`config.mk`:
```
export PLATFORM = sky130hd
export DESIGN_NAME = mcs_clock_ctrl
export DESIGN_NICKNAME = d
export VERILOG_FILES = /design/src/logic/mcs_pkg.sv /design/src/logic/mcs_clock_ctrl.sv
export VERILOG_INCLUDE_DIRS = /design/src /design/src/logic
export SDC_FILE = /design/constraint.sdc
export NUM_CORES = 1
export LEC_CHECK = 0
export ABC_AREA = 1
export BUFFER_PORTS_ARGS = -buffer_cell sky130_fd_sc_hd__buf_2
export CAP_MARGIN = 10
export CORE_ASPECT_RATIO = 1.4
export CORE_UTILIZATION = 50
export CTS_CLUSTER_DIAMETER = 120
export DETAILED_ROUTE_END_ITERATION = 10
export HOLD_SLACK_MARGIN = 0.03
export PLACE_DENSITY = 0.75
export REMOVE_ABC_BUFFERS = 1
export SLEW_MARGIN = 25
export SYNTH_ARGS = -nofsm -noshare
export SYNTH_HDL_FRONTEND = slang
export SYNTH_SLANG_ARGS = --single-unit
```
`constraint.sdc`:
```
create_clock -name core_clk -period 2.5 [get_ports core_clk]
set_input_delay 0.625 -clock core_clk [delete_from_list [all_inputs] [get_ports core_clk]]
set_output_delay 0.625 -clock core_clk [all_outputs]
set_load 0.02 [all_outputs]
```
`src/logic/mcs_defines.svh`:
```
`ifndef MCS_DEFINES_SVH
`define MCS_DEFINES_SVH
// ----------------------------------------
// register offsets (byte addresses)
// ----------------------------------------
`define MCS_OFF_MODE_CTL 8'h00
`define MCS_OFF_MODE_STS 8'h04
`define MCS_OFF_BASE_DIV 8'h08
`define MCS_OFF_BUS0_DIV 8'h0C
`define MCS_OFF_BUS1_CTL 8'h10
`define MCS_OFF_BUS2_CTL 8'h14
`define MCS_OFF_WDOG_DIV 8'h18
`define MCS_OFF_WAIT_CFG 8'h1C
`define MCS_OFF_RTC_CTL 8'h20
// ----------------------------------------
// field positions
// ----------------------------------------
`define MCS_SRC_HI 7
`define MCS_SRC_LO 5
`define MCS_PLL_BIT 4
`define MCS_SUB_BIT 3
`define MCS_MAIN_BIT 1
`define MCS_GATE_BIT 7
`define MCS_BRST_BIT 4
`define MCS_GUARD_BIT 7
// ----------------------------------------
// reset values
// ----------------------------------------
`define MCS_RST_BUS_CTL 8'h80
`define MCS_RST_WAIT 16'h0010
// ----------------------------------------
// timing
// ----------------------------------------
`define MCS_SWITCH_NS 16
`define MCS_SWITCH_CYC ((`MCS_SWITCH_NS + 7) / 8)
`endif

```
`src/logic/mcs_pkg.sv`:
```
`default_nettype none
package mcs_pkg;
   typedef enum logic [2:0] {
      MCS_SRC_FAST_RC = 3'h0,
      MCS_SRC_MAIN = 3'h1,
      MCS_SRC_PLL = 3'h2,
      MCS_SRC_SLOW_RC = 3'h4,
      MCS_SRC_SUB = 3'h5
   } mcs_src_t;
   typedef struct packed {
      logic [7:0] addr;
      logic [7:0] wdata;
      logic wr;
      logic rd;
   } mcs_bus_req_t;
   typedef struct packed {
      logic [2:0] base_div_sel;
      logic [1:0] bus0_div_sel;
      logic [1:0] bus1_div_sel;
      logic [1:0] bus2_div_sel;
      logic [1:0] wdog_div_sel;
      logic bus1_clk_gate;
      logic bus2_clk_gate;
      logic bus1_reset_ctl;
      logic bus2_reset_ctl;
   } mcs_clk_cfg_t;
endpackage : mcs_pkg
`default_nettype wire

```
`src/logic/mcs_clock_ctrl.sv`:
```
`include "mcs_defines.svh"
`default_nettype none
module mcs_clock_ctrl
   import mcs_pkg::*;
#(
   parameter int WAIT_W = 16
) (
   // clock and resets
   input wire logic core_clk,
   input wire logic arst_n,
   input wire logic soft_rst,
   // register port
   input wire mcs_bus_req_t bus_req,
   output logic [7:0] bus_rdata,
   // oscillator controls
   output logic pll_run,
   output logic main_run,
   output logic sub_run,
   output logic fast_rc_run,
   output mcs_src_t source_active,
   // clock configuration
   output mcs_clk_cfg_t clk_cfg,
   output logic rtc_mode_enable
);
   // refuse wait counter widths below 4 or above 24
   if (WAIT_W < 4 || WAIT_W > 24) begin : g_bad_wait_w
      $error("WAIT_W out of range");
   end
   // ----------------------------------------
   // register state
   // ----------------------------------------
   logic [2:0] source_select_reg;
   logic pll_en_reg, sub_en_reg, main_en_reg;
   logic [2:0] base_div_reg;
   logic [1:0] bus0_div_reg, bus1_div_reg, bus2_div_reg, wdog_div_reg;
   logic bus1_gate_reg, bus2_gate_reg, bus1_rst_reg, bus2_rst_reg;
   logic guard_reg;
   logic rtc_reg;
   logic [WAIT_W-1:0] wait_reg;
   logic [2:0] active_reg;
   logic [2:0] ready_reg;
   logic [2:0] hold_reg;
   logic [3:0] sw_cnt_reg;
   logic [WAIT_W-1:0] cnt_reg [3];
   logic wr_en;
   logic [15:0] wait_wr;
   // wait byte duplicated into both halves of the count
   assign wait_wr = {bus_req.wdata, bus_req.wdata};
   // soft reset deliberately has no effect on any register here
   assign wr_en = bus_req.wr;

   function automatic logic hit(input logic [7:0] a, input logic [7:0] off);
      hit = (a == off);
   endfunction : hit

   function automatic logic legal_src(input logic [2:0] c);
      legal_src = (c == 3'h0) || (c == 3'h1) || (c == 3'h2) || (c == 3'h4) || (c == 3'h5);
   endfunction : legal_src

   function automatic logic slow_src(input logic [2:0] c);
      slow_src = c[2];
   endfunction : slow_src
   // ----------------------------------------
   // mode control
   // ----------------------------------------
   always_ff @(posedge core_clk or negedge arst_n) begin
      if (!arst_n) begin
         source_select_reg <= 3'h0;
         pll_en_reg <= 1'b0;
         sub_en_reg <= 1'b0;
         main_en_reg <= 1'b0;
      end else if (wr_en && hit(bus_req.addr, `MCS_OFF_MODE_CTL)) begin
         if (legal_src(bus_req.wdata[`MCS_SRC_HI:`MCS_SRC_LO])) begin
            source_select_reg <= bus_req.wdata[`MCS_SRC_HI:`MCS_SRC_LO];
         end
         pll_en_reg <= bus_req.wdata[`MCS_PLL_BIT];
         sub_en_reg <= bus_req.wdata[`MCS_SUB_BIT];
         main_en_reg <= bus_req.wdata[`MCS_MAIN_BIT];
      end
   end
   // fast sources held stopped while a slow source runs, until selector rewritten
   always_ff @(posedge core_clk or negedge arst_n) begin
      if (!arst_n) begin
         hold_reg <= 3'h0;
      end else if (wr_en && hit(bus_req.addr, `MCS_OFF_MODE_CTL)) begin
         hold_reg <= 3'h0;
      end else if (slow_src(active_reg) && slow_src(source_select_reg)) begin
         hold_reg <= 3'h7;
      end else if (!slow_src(active_reg)) begin
         // back on a fast source: never leave the hold stuck
         hold_reg <= 3'h0;
      end
   end
   // ----------------------------------------
   // divider registers
   // ----------------------------------------
   always_ff @(posedge core_clk or negedge arst_n) begin
      if (!arst_n) begin
         base_div_reg <= 3'h0;
         bus0_div_reg <= 2'h0;
         bus1_div_reg <= 2'h0;
         bus2_div_reg <= 2'h0;
         bus1_gate_reg <= 1'b1;
         bus2_gate_reg <= 1'b1;
         bus1_rst_reg <= 1'b0;
         bus2_rst_reg <= 1'b0;
         wdog_div_reg <= 2'h0;
         guard_reg <= 1'b1;
         wait_reg <= WAIT_W'(`MCS_RST_WAIT);
      end else if (wr_en) begin
         if (hit(bus_req.addr, `MCS_OFF_BASE_DIV) && bus_req.wdata[2:0] != 3'h7) begin
            base_div_reg <= bus_req.wdata[2:0];
         end
         if (hit(bus_req.addr, `MCS_OFF_BUS0_DIV)) begin
            bus0_div_reg <= bus_req.wdata[1:0];
         end
         if (hit(bus_req.addr, `MCS_OFF_BUS1_CTL)) begin
            bus1_div_reg <= bus_req.wdata[1:0];
            bus1_gate_reg <= bus_req.wdata[`MCS_GATE_BIT];
            bus1_rst_reg <= bus_req.wdata[`MCS_BRST_BIT];
         end
         if (hit(bus_req.addr, `MCS_OFF_BUS2_CTL)) begin
            bus2_div_reg <= bus_req.wdata[1:0];
            bus2_gate_reg <= bus_req.wdata[`MCS_GATE_BIT];
            bus2_rst_reg <= bus_req.wdata[`MCS_BRST_BIT];
         end
         if (hit(bus_req.addr, `MCS_OFF_WDOG_DIV)) begin
            wdog_div_reg <= bus_req.wdata[1:0];
            guard_reg <= bus_req.wdata[`MCS_GUARD_BIT];
         end
         if (hit(bus_req.addr, `MCS_OFF_WAIT_CFG)) begin
            wait_reg <= WAIT_W'(wait_wr);
         end
      end
   end
   // ----------------------------------------
   // rtc mode enable
   // ----------------------------------------
   always_ff @(posedge core_clk or negedge arst_n) begin
      if (!arst_n) begin
         rtc_reg <= 1'b0;
      end else if (wr_en && hit(bus_req.addr, `MCS_OFF_RTC_CTL)) begin
         if (!bus_req.wdata[0]) begin
            rtc_reg <= 1'b0;
         end else if (ready_reg[1]) begin
            rtc_reg <= 1'b1;
         end
      end
   end
   // ----------------------------------------
   // oscillator run and stabilisation counters
   // ----------------------------------------
   logic [2:0] run_req;
   // index 0 main, 1 sub, 2 pll
   assign run_req[0] = main_en_reg && !hold_reg[0];
   assign run_req[1] = sub_en_reg || rtc_reg;
   assign run_req[2] = pll_en_reg && !hold_reg[2];
   genvar gi;
   generate
      for (gi = 0; gi < 3; gi++) begin : g_osc
         always_ff @(posedge core_clk or negedge arst_n) begin
            if (!arst_n) begin
               cnt_reg[gi] <= '0;
               ready_reg[gi] <= 1'b0;
            end else if (!run_req[gi]) begin
               cnt_reg[gi] <= '0;
               ready_reg[gi] <= (gi == 1) && rtc_reg;
            end else if (!ready_reg[gi]) begin
               if (cnt_reg[gi] >= wait_reg) begin
                  ready_reg[gi] <= 1'b1;
               end else begin
                  cnt_reg[gi] <= cnt_reg[gi] + 1'b1;
               end
            end
         end
      end
   endgenerate
   assign main_run = run_req[0];
   assign sub_run = run_req[1];
   assign pll_run = run_req[2];
   assign fast_rc_run = !hold_reg[1];
   // ----------------------------------------
   // source switch
   // ----------------------------------------
   logic target_ok;
   always_comb begin
      case (source_select_reg)
         3'h1: target_ok = ready_reg[0];
         3'h2: target_ok = ready_reg[2];
         3'h5: target_ok = ready_reg[1];
         default: target_ok = 1'b1;
      endcase
   end
   always_ff @(posedge core_clk or negedge arst_n) begin
      if (!arst_n) begin
         active_reg <= 3'h0;
         sw_cnt_reg <= 4'h0;
      end else if (source_select_reg == active_reg || !target_ok) begin
         sw_cnt_reg <= 4'h0;
      end else if (sw_cnt_reg >= 4'(`MCS_SWITCH_CYC)) begin
         active_reg <= source_select_reg;
         sw_cnt_reg <= 4'h0;
      end else begin
         sw_cnt_reg <= sw_cnt_reg + 4'h1;
      end
   end
   assign source_active = mcs_src_t'(active_reg);
   // ----------------------------------------
   // outputs and read port
   // ----------------------------------------
   always_comb begin
      clk_cfg.base_div_sel = base_div_reg;
      clk_cfg.bus0_div_sel = bus0_div_reg;
      clk_cfg.bus1_div_sel = bus1_div_reg;
      clk_cfg.bus2_div_sel = bus2_div_reg;
      clk_cfg.wdog_div_sel = wdog_div_reg;
      clk_cfg.bus1_clk_gate = bus1_gate_reg;
      clk_cfg.bus2_clk_gate = bus2_gate_reg;
      clk_cfg.bus1_reset_ctl = bus1_rst_reg;
      clk_cfg.bus2_reset_ctl = bus2_rst_reg;
   end
   assign rtc_mode_enable = rtc_reg;
   always_ff @(posedge core_clk or negedge arst_n) begin
      if (!arst_n) begin
         bus_rdata <= 8'h00;
      end else if (bus_req.rd) begin
         case (bus_req.addr)
            `MCS_OFF_MODE_CTL: bus_rdata <= {source_select_reg, pll_en_reg, sub_en_reg,
                                              1'b0, main_en_reg, 1'b0};
            `MCS_OFF_MODE_STS: bus_rdata <= {active_reg, ready_reg[2], ready_reg[1],
                                              1'b0, ready_reg[0], 1'b0};
            `MCS_OFF_BASE_DIV: bus_rdata <= {5'h00, base_div_reg};
            `MCS_OFF_BUS0_DIV: bus_rdata <= {6'h00, bus0_div_reg};
            `MCS_OFF_BUS1_CTL: bus_rdata <= {bus1_gate_reg, 2'h0, bus1_rst_reg, 2'h0,
                                              bus1_div_reg};
            `MCS_OFF_BUS2_CTL: bus_rdata <= {bus2_gate_reg, 2'h0, bus2_rst_reg, 2'h0,
                                              bus2_div_reg};
            `MCS_OFF_WDOG_DIV: bus_rdata <= {guard_reg, 5'h00, wdog_div_reg};
            `MCS_OFF_WAIT_CFG: bus_rdata <= wait_reg[7:0];
            `MCS_OFF_RTC_CTL: bus_rdata <= {7'h00, rtc_reg};
            default: bus_rdata <= 8'h00;
         endcase
      end else begin
         bus_rdata <= 8'h00;
      end
   end
   // ----------------------------------------
   // assertions
   // ----------------------------------------
   AST_RDY_NEEDS_RUN: assert property (@(posedge core_clk) disable iff (!arst_n)
      !run_req[0] |=> !ready_reg[0]) else $error("main ready without run");
   AST_PLL_RDY_OFF: assert property (@(posedge core_clk) disable iff (!arst_n)
      !pll_en_reg |=> !ready_reg[2]) else $error("pll ready while disabled");
   AST_RDY_AFTER_WAIT: assert property (@(posedge core_clk) disable iff (!arst_n)
      $rose(ready_reg[0]) |-> $past(cnt_reg[0] >= wait_reg)) else $error("early ready");
   AST_ACTIVE_LEGAL: assert property (@(posedge core_clk) disable iff (!arst_n)
      legal_src(active_reg)) else $error("illegal active source");
   AST_SWITCH_READY: assert property (@(posedge core_clk) disable iff (!arst_n)
      $changed(active_reg) && active_reg == 3'h2 |-> $past(ready_reg[2]))
      else $error("switched to unready pll");
   AST_RTC_NEEDS_SUB: assert property (@(posedge core_clk) disable iff (!arst_n)
      $rose(rtc_reg) |-> $past(ready_reg[1])) else $error("rtc set without sub ready");
   AST_RTC_SUB_ON: assert property (@(posedge core_clk) disable iff (!arst_n)
      rtc_reg |-> sub_run) else $error("sub stopped in rtc mode");
   AST_BASE_LEGAL: assert property (@(posedge core_clk) disable iff (!arst_n)
      base_div_reg != 3'h7) else $error("forbidden base divider");
   AST_SOFT_RST_KEEP: assert property (@(posedge core_clk) disable iff (!arst_n)
      soft_rst && !bus_req.wr |=> $stable(source_select_reg) && $stable(bus1_gate_reg))
      else $error("soft reset changed registers");

   // ----------------------------------------
   // ready and hold checks
   // ----------------------------------------
   AST_SUB_RDY_OFF: assert property (@(posedge core_clk) disable iff (!arst_n)
      !run_req[1] |=> !ready_reg[1])
      else $error("sub ready while stopped");
   AST_MAIN_RDY_DROP: assert property (@(posedge core_clk) disable iff (!arst_n)
      $fell(ready_reg[0]) |-> $past(!run_req[0]))
      else $error("main ready dropped while running");
   AST_PLL_RDY_WAIT: assert property (@(posedge core_clk) disable iff (!arst_n)
      $rose(ready_reg[2]) |-> $past(cnt_reg[2] >= wait_reg))
      else $error("early pll ready");
   AST_SUB_RDY_WAIT: assert property (@(posedge core_clk) disable iff (!arst_n)
      $rose(ready_reg[1]) && !rtc_reg |-> $past(cnt_reg[1] >= wait_reg))
      else $error("early sub ready");
   AST_HOLD_STOPS_MAIN: assert property (@(posedge core_clk) disable iff (!arst_n)
      hold_reg[0] |-> !main_run)
      else $error("main running while held");
   AST_HOLD_STOPS_PLL: assert property (@(posedge core_clk) disable iff (!arst_n)
      hold_reg[2] |-> !pll_run)
      else $error("pll running while held");
   AST_HOLD_IN_SLOW: assert property (@(posedge core_clk) disable iff (!arst_n)
      slow_src(active_reg) && slow_src(source_select_reg)
      && !(wr_en && hit(bus_req.addr, `MCS_OFF_MODE_CTL)) |=> hold_reg == 3'h7)
      else $error("fast sources not held in slow mode");
   AST_FAST_RC_FREE: assert property (@(posedge core_clk) disable iff (!arst_n)
      !slow_src(active_reg) && !(wr_en && hit(bus_req.addr, `MCS_OFF_MODE_CTL))
      |=> fast_rc_run)
      else $error("fast rc held on fast source");

   // ----------------------------------------
   // switch checks
   // ----------------------------------------
   AST_ACTIVE_TO_SEL: assert property (@(posedge core_clk) disable iff (!arst_n)
      $changed(active_reg) |-> active_reg == $past(source_select_reg))
      else $error("active source not the selected one");
   AST_MAIN_SWITCH_READY: assert property (@(posedge core_clk) disable iff (!arst_n)
      $changed(active_reg) && active_reg == 3'h1 |-> $past(ready_reg[0]))
      else $error("switched to unready main");
   AST_SUB_SWITCH_READY: assert property (@(posedge core_clk) disable iff (!arst_n)
      $changed(active_reg) && active_reg == 3'h5 |-> $past(ready_reg[1]))
      else $error("switched to unready sub");
   AST_ACTIVE_SETTLED: assert property (@(posedge core_clk) disable iff (!arst_n)
      source_select_reg == active_reg |=> $stable(active_reg))
      else $error("active source moved without request");
   AST_SW_CNT_BOUND: assert property (@(posedge core_clk) disable iff (!arst_n)
      sw_cnt_reg <= 4'(`MCS_SWITCH_CYC))
      else $error("switch counter overrun");

   // ----------------------------------------
   // register write and read port checks
   // ----------------------------------------
   AST_SEL_KEEP_FORBIDDEN: assert property (@(posedge core_clk) disable iff (!arst_n)
      wr_en && hit(bus_req.addr, `MCS_OFF_MODE_CTL)
      && !legal_src(bus_req.wdata[`MCS_SRC_HI:`MCS_SRC_LO]) |=> $stable(source_select_reg))
      else $error("forbidden source code stored");
   AST_BASE_KEEP_FORBIDDEN: assert property (@(posedge core_clk) disable iff (!arst_n)
      wr_en && hit(bus_req.addr, `MCS_OFF_BASE_DIV) && bus_req.wdata[2:0] == 3'h7
      |=> $stable(base_div_reg))
      else $error("forbidden base code stored");
   AST_BUS1_GATE_WR: assert property (@(posedge core_clk) disable iff (!arst_n)
      $changed(bus1_gate_reg) |-> $past(wr_en && hit(bus_req.addr, `MCS_OFF_BUS1_CTL)))
      else $error("bus1 gate changed without write");
   AST_BUS2_GATE_WR: assert property (@(posedge core_clk) disable iff (!arst_n)
      $changed(bus2_gate_reg) |-> $past(wr_en && hit(bus_req.addr, `MCS_OFF_BUS2_CTL)))
      else $error("bus2 gate changed without write");
   AST_WDOG_DIV_WR: assert property (@(posedge core_clk) disable iff (!arst_n)
      $changed(wdog_div_reg) |-> $past(wr_en && hit(bus_req.addr, `MCS_OFF_WDOG_DIV)))
      else $error("watchdog divider changed without write");
   AST_RTC_FALL_WR: assert property (@(posedge core_clk) disable iff (!arst_n)
      $fell(rtc_reg) |-> $past(wr_en && hit(bus_req.addr, `MCS_OFF_RTC_CTL)))
      else $error("rtc mode dropped without write");
   AST_RDATA_IDLE: assert property (@(posedge core_clk) disable iff (!arst_n)
      !bus_req.rd |=> bus_rdata == 8'h00)
      else $error("read data outside read slot");

   // ----------------------------------------
   // cover points
   // ----------------------------------------
   COV_SLOW_SWITCH: cover property (@(posedge core_clk) disable iff (!arst_n)
      $changed(active_reg) && active_reg == 3'h4);
   COV_PLL_SWITCH: cover property (@(posedge core_clk) disable iff (!arst_n)
      $changed(active_reg) && active_reg == 3'h2);
   COV_SUB_SWITCH: cover property (@(posedge core_clk) disable iff (!arst_n)
      $changed(active_reg) && active_reg == 3'h5);
   COV_RTC_SET: cover property (@(posedge core_clk) disable iff (!arst_n) $rose(rtc_reg));
   COV_MAIN_SWITCH: cover property (@(posedge core_clk) disable iff (!arst_n)
      $changed(active_reg) && active_reg == 3'h1);
endmodule : mcs_clock_ctrl
`default_nettype wire

```
Word-level counts from Yosys, hierarchy flattened
Cells that the tools add are included.
Widths: inputs -> output; s select.

word-level totals
  bits in registers = 108
  input bits = 21
  output and inout bits = 31

operators by class
  reduce and logical (&&, ||, !) cells = 30
  equal/unequal tests = 25
  add/subtract/negate cells = 4
  mux-type cells = 28
  magnitude comparators = 4
  bitwise operators = 1

operator list
  cell                   number
  $mux 16                9
  $pmux 8 s9             1
  $add 16x1->16 const B  3
  $ge 16x16->1           3
  $eq 8x5->1 const B     4
  $reduce_and 2->1       12
  $eq 8x4->1 const B     2
  $ne 2x2->1 const B     6
  $mux 1                 11
  $eq 3x3->1 const B     3
  $mux 3                 3
  $eq 8x3->1 const B     1
  $eq 8x6->1 const B     1
  $logic_not 8->1        1
  $mux 4                 2
  $mux 8                 1
  $eq 3x1->1 const B     2
  $eq 3x2->1 const B     2
  $logic_and 1x1->1      6
  $logic_or 1x1->1       6
  $add 4x1->4 const B    1
  $ge 4x2->1 const B     1
  $logic_not 1->1        4
  $eq 3x3->1             1
  6 further kinds        6

Depth between registers and ports, before layout
  word-level depth = 6
  gate-level depth with buffers = 14

Worst setup path before layout
OpenSTA, ideal clock, no wires.

  path kind = register to output
  start = reg hold_reg[1] (netlist name)
  end = out pll_run
  required time = 1.875 ns
  setup slack = 0.726 ns
  data arrival time = 1.149 ns
  stages on the path, launching flop included = 5
  path through = dfrtp_1 inv_1 nand2_1 inv_1 buf_1

RTL lines
  item           line                  RTL
  end, declared  mcs_clock_ctrl.sv:16  output logic pll_run,

Worst setup path after layout
  start = reg wait_reg[7]
  end = reg cnt_reg[22] (netlist name)

between the ends
  word-level cells in the longest chain between the ends = 3

RTL lines
  item                           line                   RTL
  start, declared                mcs_clock_ctrl.sv:39   logic [WAIT_W-1:0] wait_reg;
  start signal, assigned         mcs_clock_ctrl.sv:109  wait_reg <= WAIT_W'(`MCS_RST_WAIT);
  start signal, assigned         mcs_clock_ctrl.sv:132  wait_reg <= WAIT_W'(wait_wr);
  $ge 16x16->1                   mcs_clock_ctrl.sv:169  if (cnt_reg[gi] >= wait_reg) begin
  $ne 2x2->1 (no line)           -
  $reduce_and 2->1 (no line)     -
  end signal, assigned by index  mcs_clock_ctrl.sv:172  cnt_reg[gi] <= cnt_reg[gi] + 1'b1;
  end, declared                  mcs_clock_ctrl.sv:44   logic [WAIT_W-1:0] cnt_reg [3];

No other way between the ends.
A chain may end at the register's enable or synchronous reset.

==> results.md <==
* Status: finished clean
* Peak VDD IR at 0.0003183 V
* Clock tree buffer depth at 2
* Clock slew seen by the registers of the worst setup and hold paths at 70 ps
* Dpl cell area at 7345 um^2
* Skew final at 12.86 ps
* Max FO, Critical Path at 16
* CTS buffer count at 9
* Post-Syn Area at 6895 um^2
* Crit. Startpoint: wait_reg[7]
* Final Hold Vio Count at 0
* Largest net degree at the start of global routing at 38
* PostCTS Resize Cnt at 0
* Full die area at 14270 um^2
* Post-synthesis sequential area ratio at 0.3600
* DRT Wirelength at 16.19 mm
* Vias post-DR at 6179
* Vias in the first global route at 5930
* Mean Syn Cell Area at 7.328 um^2
* Synth warn at 0
* Min cycle time layout at 2117 ps
* Compound-Gate Fraction of Synth Area at 0.06024
* Total core area at 13390 um^2
* Final Setup Violations at 0
* Post-Synth XOR/XNOR Area at 0.03430
* Adder-Cell Fraction of Synth Area at 0.09799
* Final Max Tran Viols at 0
* Setup TNS at 0 ps
* GR Util All Layers at 0.2436
* CP Capture Type: register
* # Max-Cap Violations at 0
* Inserted Diodes at 0
* Critical Path Source Type: register
* Antenna violations before repair at 0
* Worst skew pair latency at 350 ps
* Setup CP Type: reg2reg
* Post-synth top area share at 0.3448
* Tot Pwr at 3.389 mW
* Clock sink total at 99
* F_max at 472.3 MHz
* Post-synthesis mux area share at 0
* Top cells by area, synth: dfrtp_1, nand2_1, ha_1
* Drt wl/cell at 13.73 um
* DRT iter0 DRCs at 246
* Drt drc at 0
* CTS root buffer: clkbuf_16
* Post-synthesis cell type count at 33
* Num ports at 52
* Leak at 4.198 nW
* # rows at 50
* Placer congestion estimate at 0.8827
* HP Class: in2async
* Fin crit share at 0.8469
* Core Util, Final at 0.5695
* Dominant cell type by area after synthesis: dfrtp_1
* Reg area at 2482 um^2
* Post-Synthesis Cells at 941
* Worst Path Required at 2740 ps
* Power Density at 444.5 nW/um^2
* Initial Util at 0.5150
* Final ANT Viol Nets at 0
* Setup Buffers After CTS at 0
* Gr ovfl total at 0
* Post-DR vias/cell at 5.241
* R2R Path Start: wait_reg[7]
* RSZ-0062 raised after global routing: false
* Area growth, synth to finish at 10.58%
* Detail Placement HPWL at 12.14 mm
* Die Wd at 101.3 um
* Max FFs per register at 48
* Share of post-route cells with drive strength above 1 at 0.1264
* IO Port Bufs at 50
* TritonCTS clock tree: done
* Largest family of logic cells by synthesized area: simple AND/OR/NAND/NOR gates
* #FFs+latches synth at 99
* Final #Nets at 1067
* Footprint of the multi-input gates at 3761 um^2
* H-tree Lvls at 3
* Fin area at 7625 um^2
* First-pass GRT wire length at 27.56 mm
* Die H at 141.0 um
* Arrival time at the worst endpoint at 2360 ps
* Synth Area in Simple Gates at 0.3524
* Fin Hold WS at 232.7 ps
* # fillers at 1298
* Drt first pass iters at 5
* Hold buffers post-CTS at 0
-- layout make-up --
class / count / share of cell area
clock inverters: 5 / 0.004923
clock buffers: 11 / 0.03183
well taps: 182 / 0.02987
repair buffers: 63 / 0.04759
inverters: 136 / 0.06695
multi-input cells: 683 / 0.4933
flip-flops and latches: 99 / 0.3256
-- cell families (layout without fill, tap and decap cells) --
kind of cell	after synthesis	in the layout
flops	99	99
fa+ha+maj	54	54
compound gates	81	81
xor+xnor	27	27
simple gates	520	520
other cells	1	1
buf+inv	159	215
-- worst paths after layout --
check                                end  slack, ps  cells after the start
min in group core_clk      sw_cnt_reg[0]        480                      1
min                          cnt_reg[26]        230                      1
max                          cnt_reg[22]        380                     10
max in group asynchronous  bus1_gate_reg       1570                      2
max reg2reg                  cnt_reg[22]        380                     10
min reg2reg                sw_cnt_reg[0]        480                      1
-- power by group --
| group | leakage (nW) | total [mW] | internal [mW] | switching (mW) |
|---|---|---|---|---|
| combinational | 2.76 | 0.360 | 0.108 | 0.252 |
| sequential | 1.31 | 1.69 | 1.65 | 0.0405 |
| clock | 0.132 | 1.34 | 0.707 | 0.633 |
| total | 4.20 | 3.39 | 2.46 | 0.926 |
-- critical path, cell delays in order (launching register included) --
cell and delay, ps:
dfrtp_1 410, inv_1 270, ha_1 300, a21oi_1 170
nand2_1 70, nor2_1 90, nand2_1 70, nand2_2 250
nand2_4 200, nand3_1 120, nand2_1 60
-- cells in the mapped netlist (all sizes together) --
master / count
dfstp: 4
o211ai: 1
clkbuf: 4
nand3: 89
nor3: 6
a21oi: 29
o21ai: 46
nor2: 91
a31oi: 1
xor2: 24
inv: 135
nand4: 66
nor3b: 1
dfrtp: 95
buf: 19
nand2: 267
o21a: 1
xnor2: 3
clkinv: 1
conb: 1
o22ai: 3
ha: 54
-- placed cells by master, fill, tap and decap left out, types with 9 or more instances in the layout --
cell type	synthesis	layout
a21oi_1	29	29
buf_2	5	49
buf_4	7	13
clkbuf_16	0	9
dfrtp_1	95	95
ha_1	54	54
inv_1	127	127
nand2_1	255	255
nand3_1	86	86
nand4_1	66	66
nor2_1	72	72
nor2_4	11	11
o21ai_0	27	27
o21ai_1	19	19
xor2_1	24	24
-- per-layer routing --
metal  up-vias  GRT usage  wire [um]
met2       128     0.4407       8287
met3        32    0.03173        570
met4         0    0.09230        413
met1      2847     0.2885       6918
li1       3172          -          -
met5         -          0          0
-- through the flow --
step | instances | setup slack (ps)
finish | 1179 | 382.9
floorplan | 918 | 664.7
global route | 1179 | 133.5
detailed placement | 1163 | 417.3
global placement | 1163 | 440.9
CTS | 1179 | 403.7
Note: power is estimated with default switching activity, not from simulation.
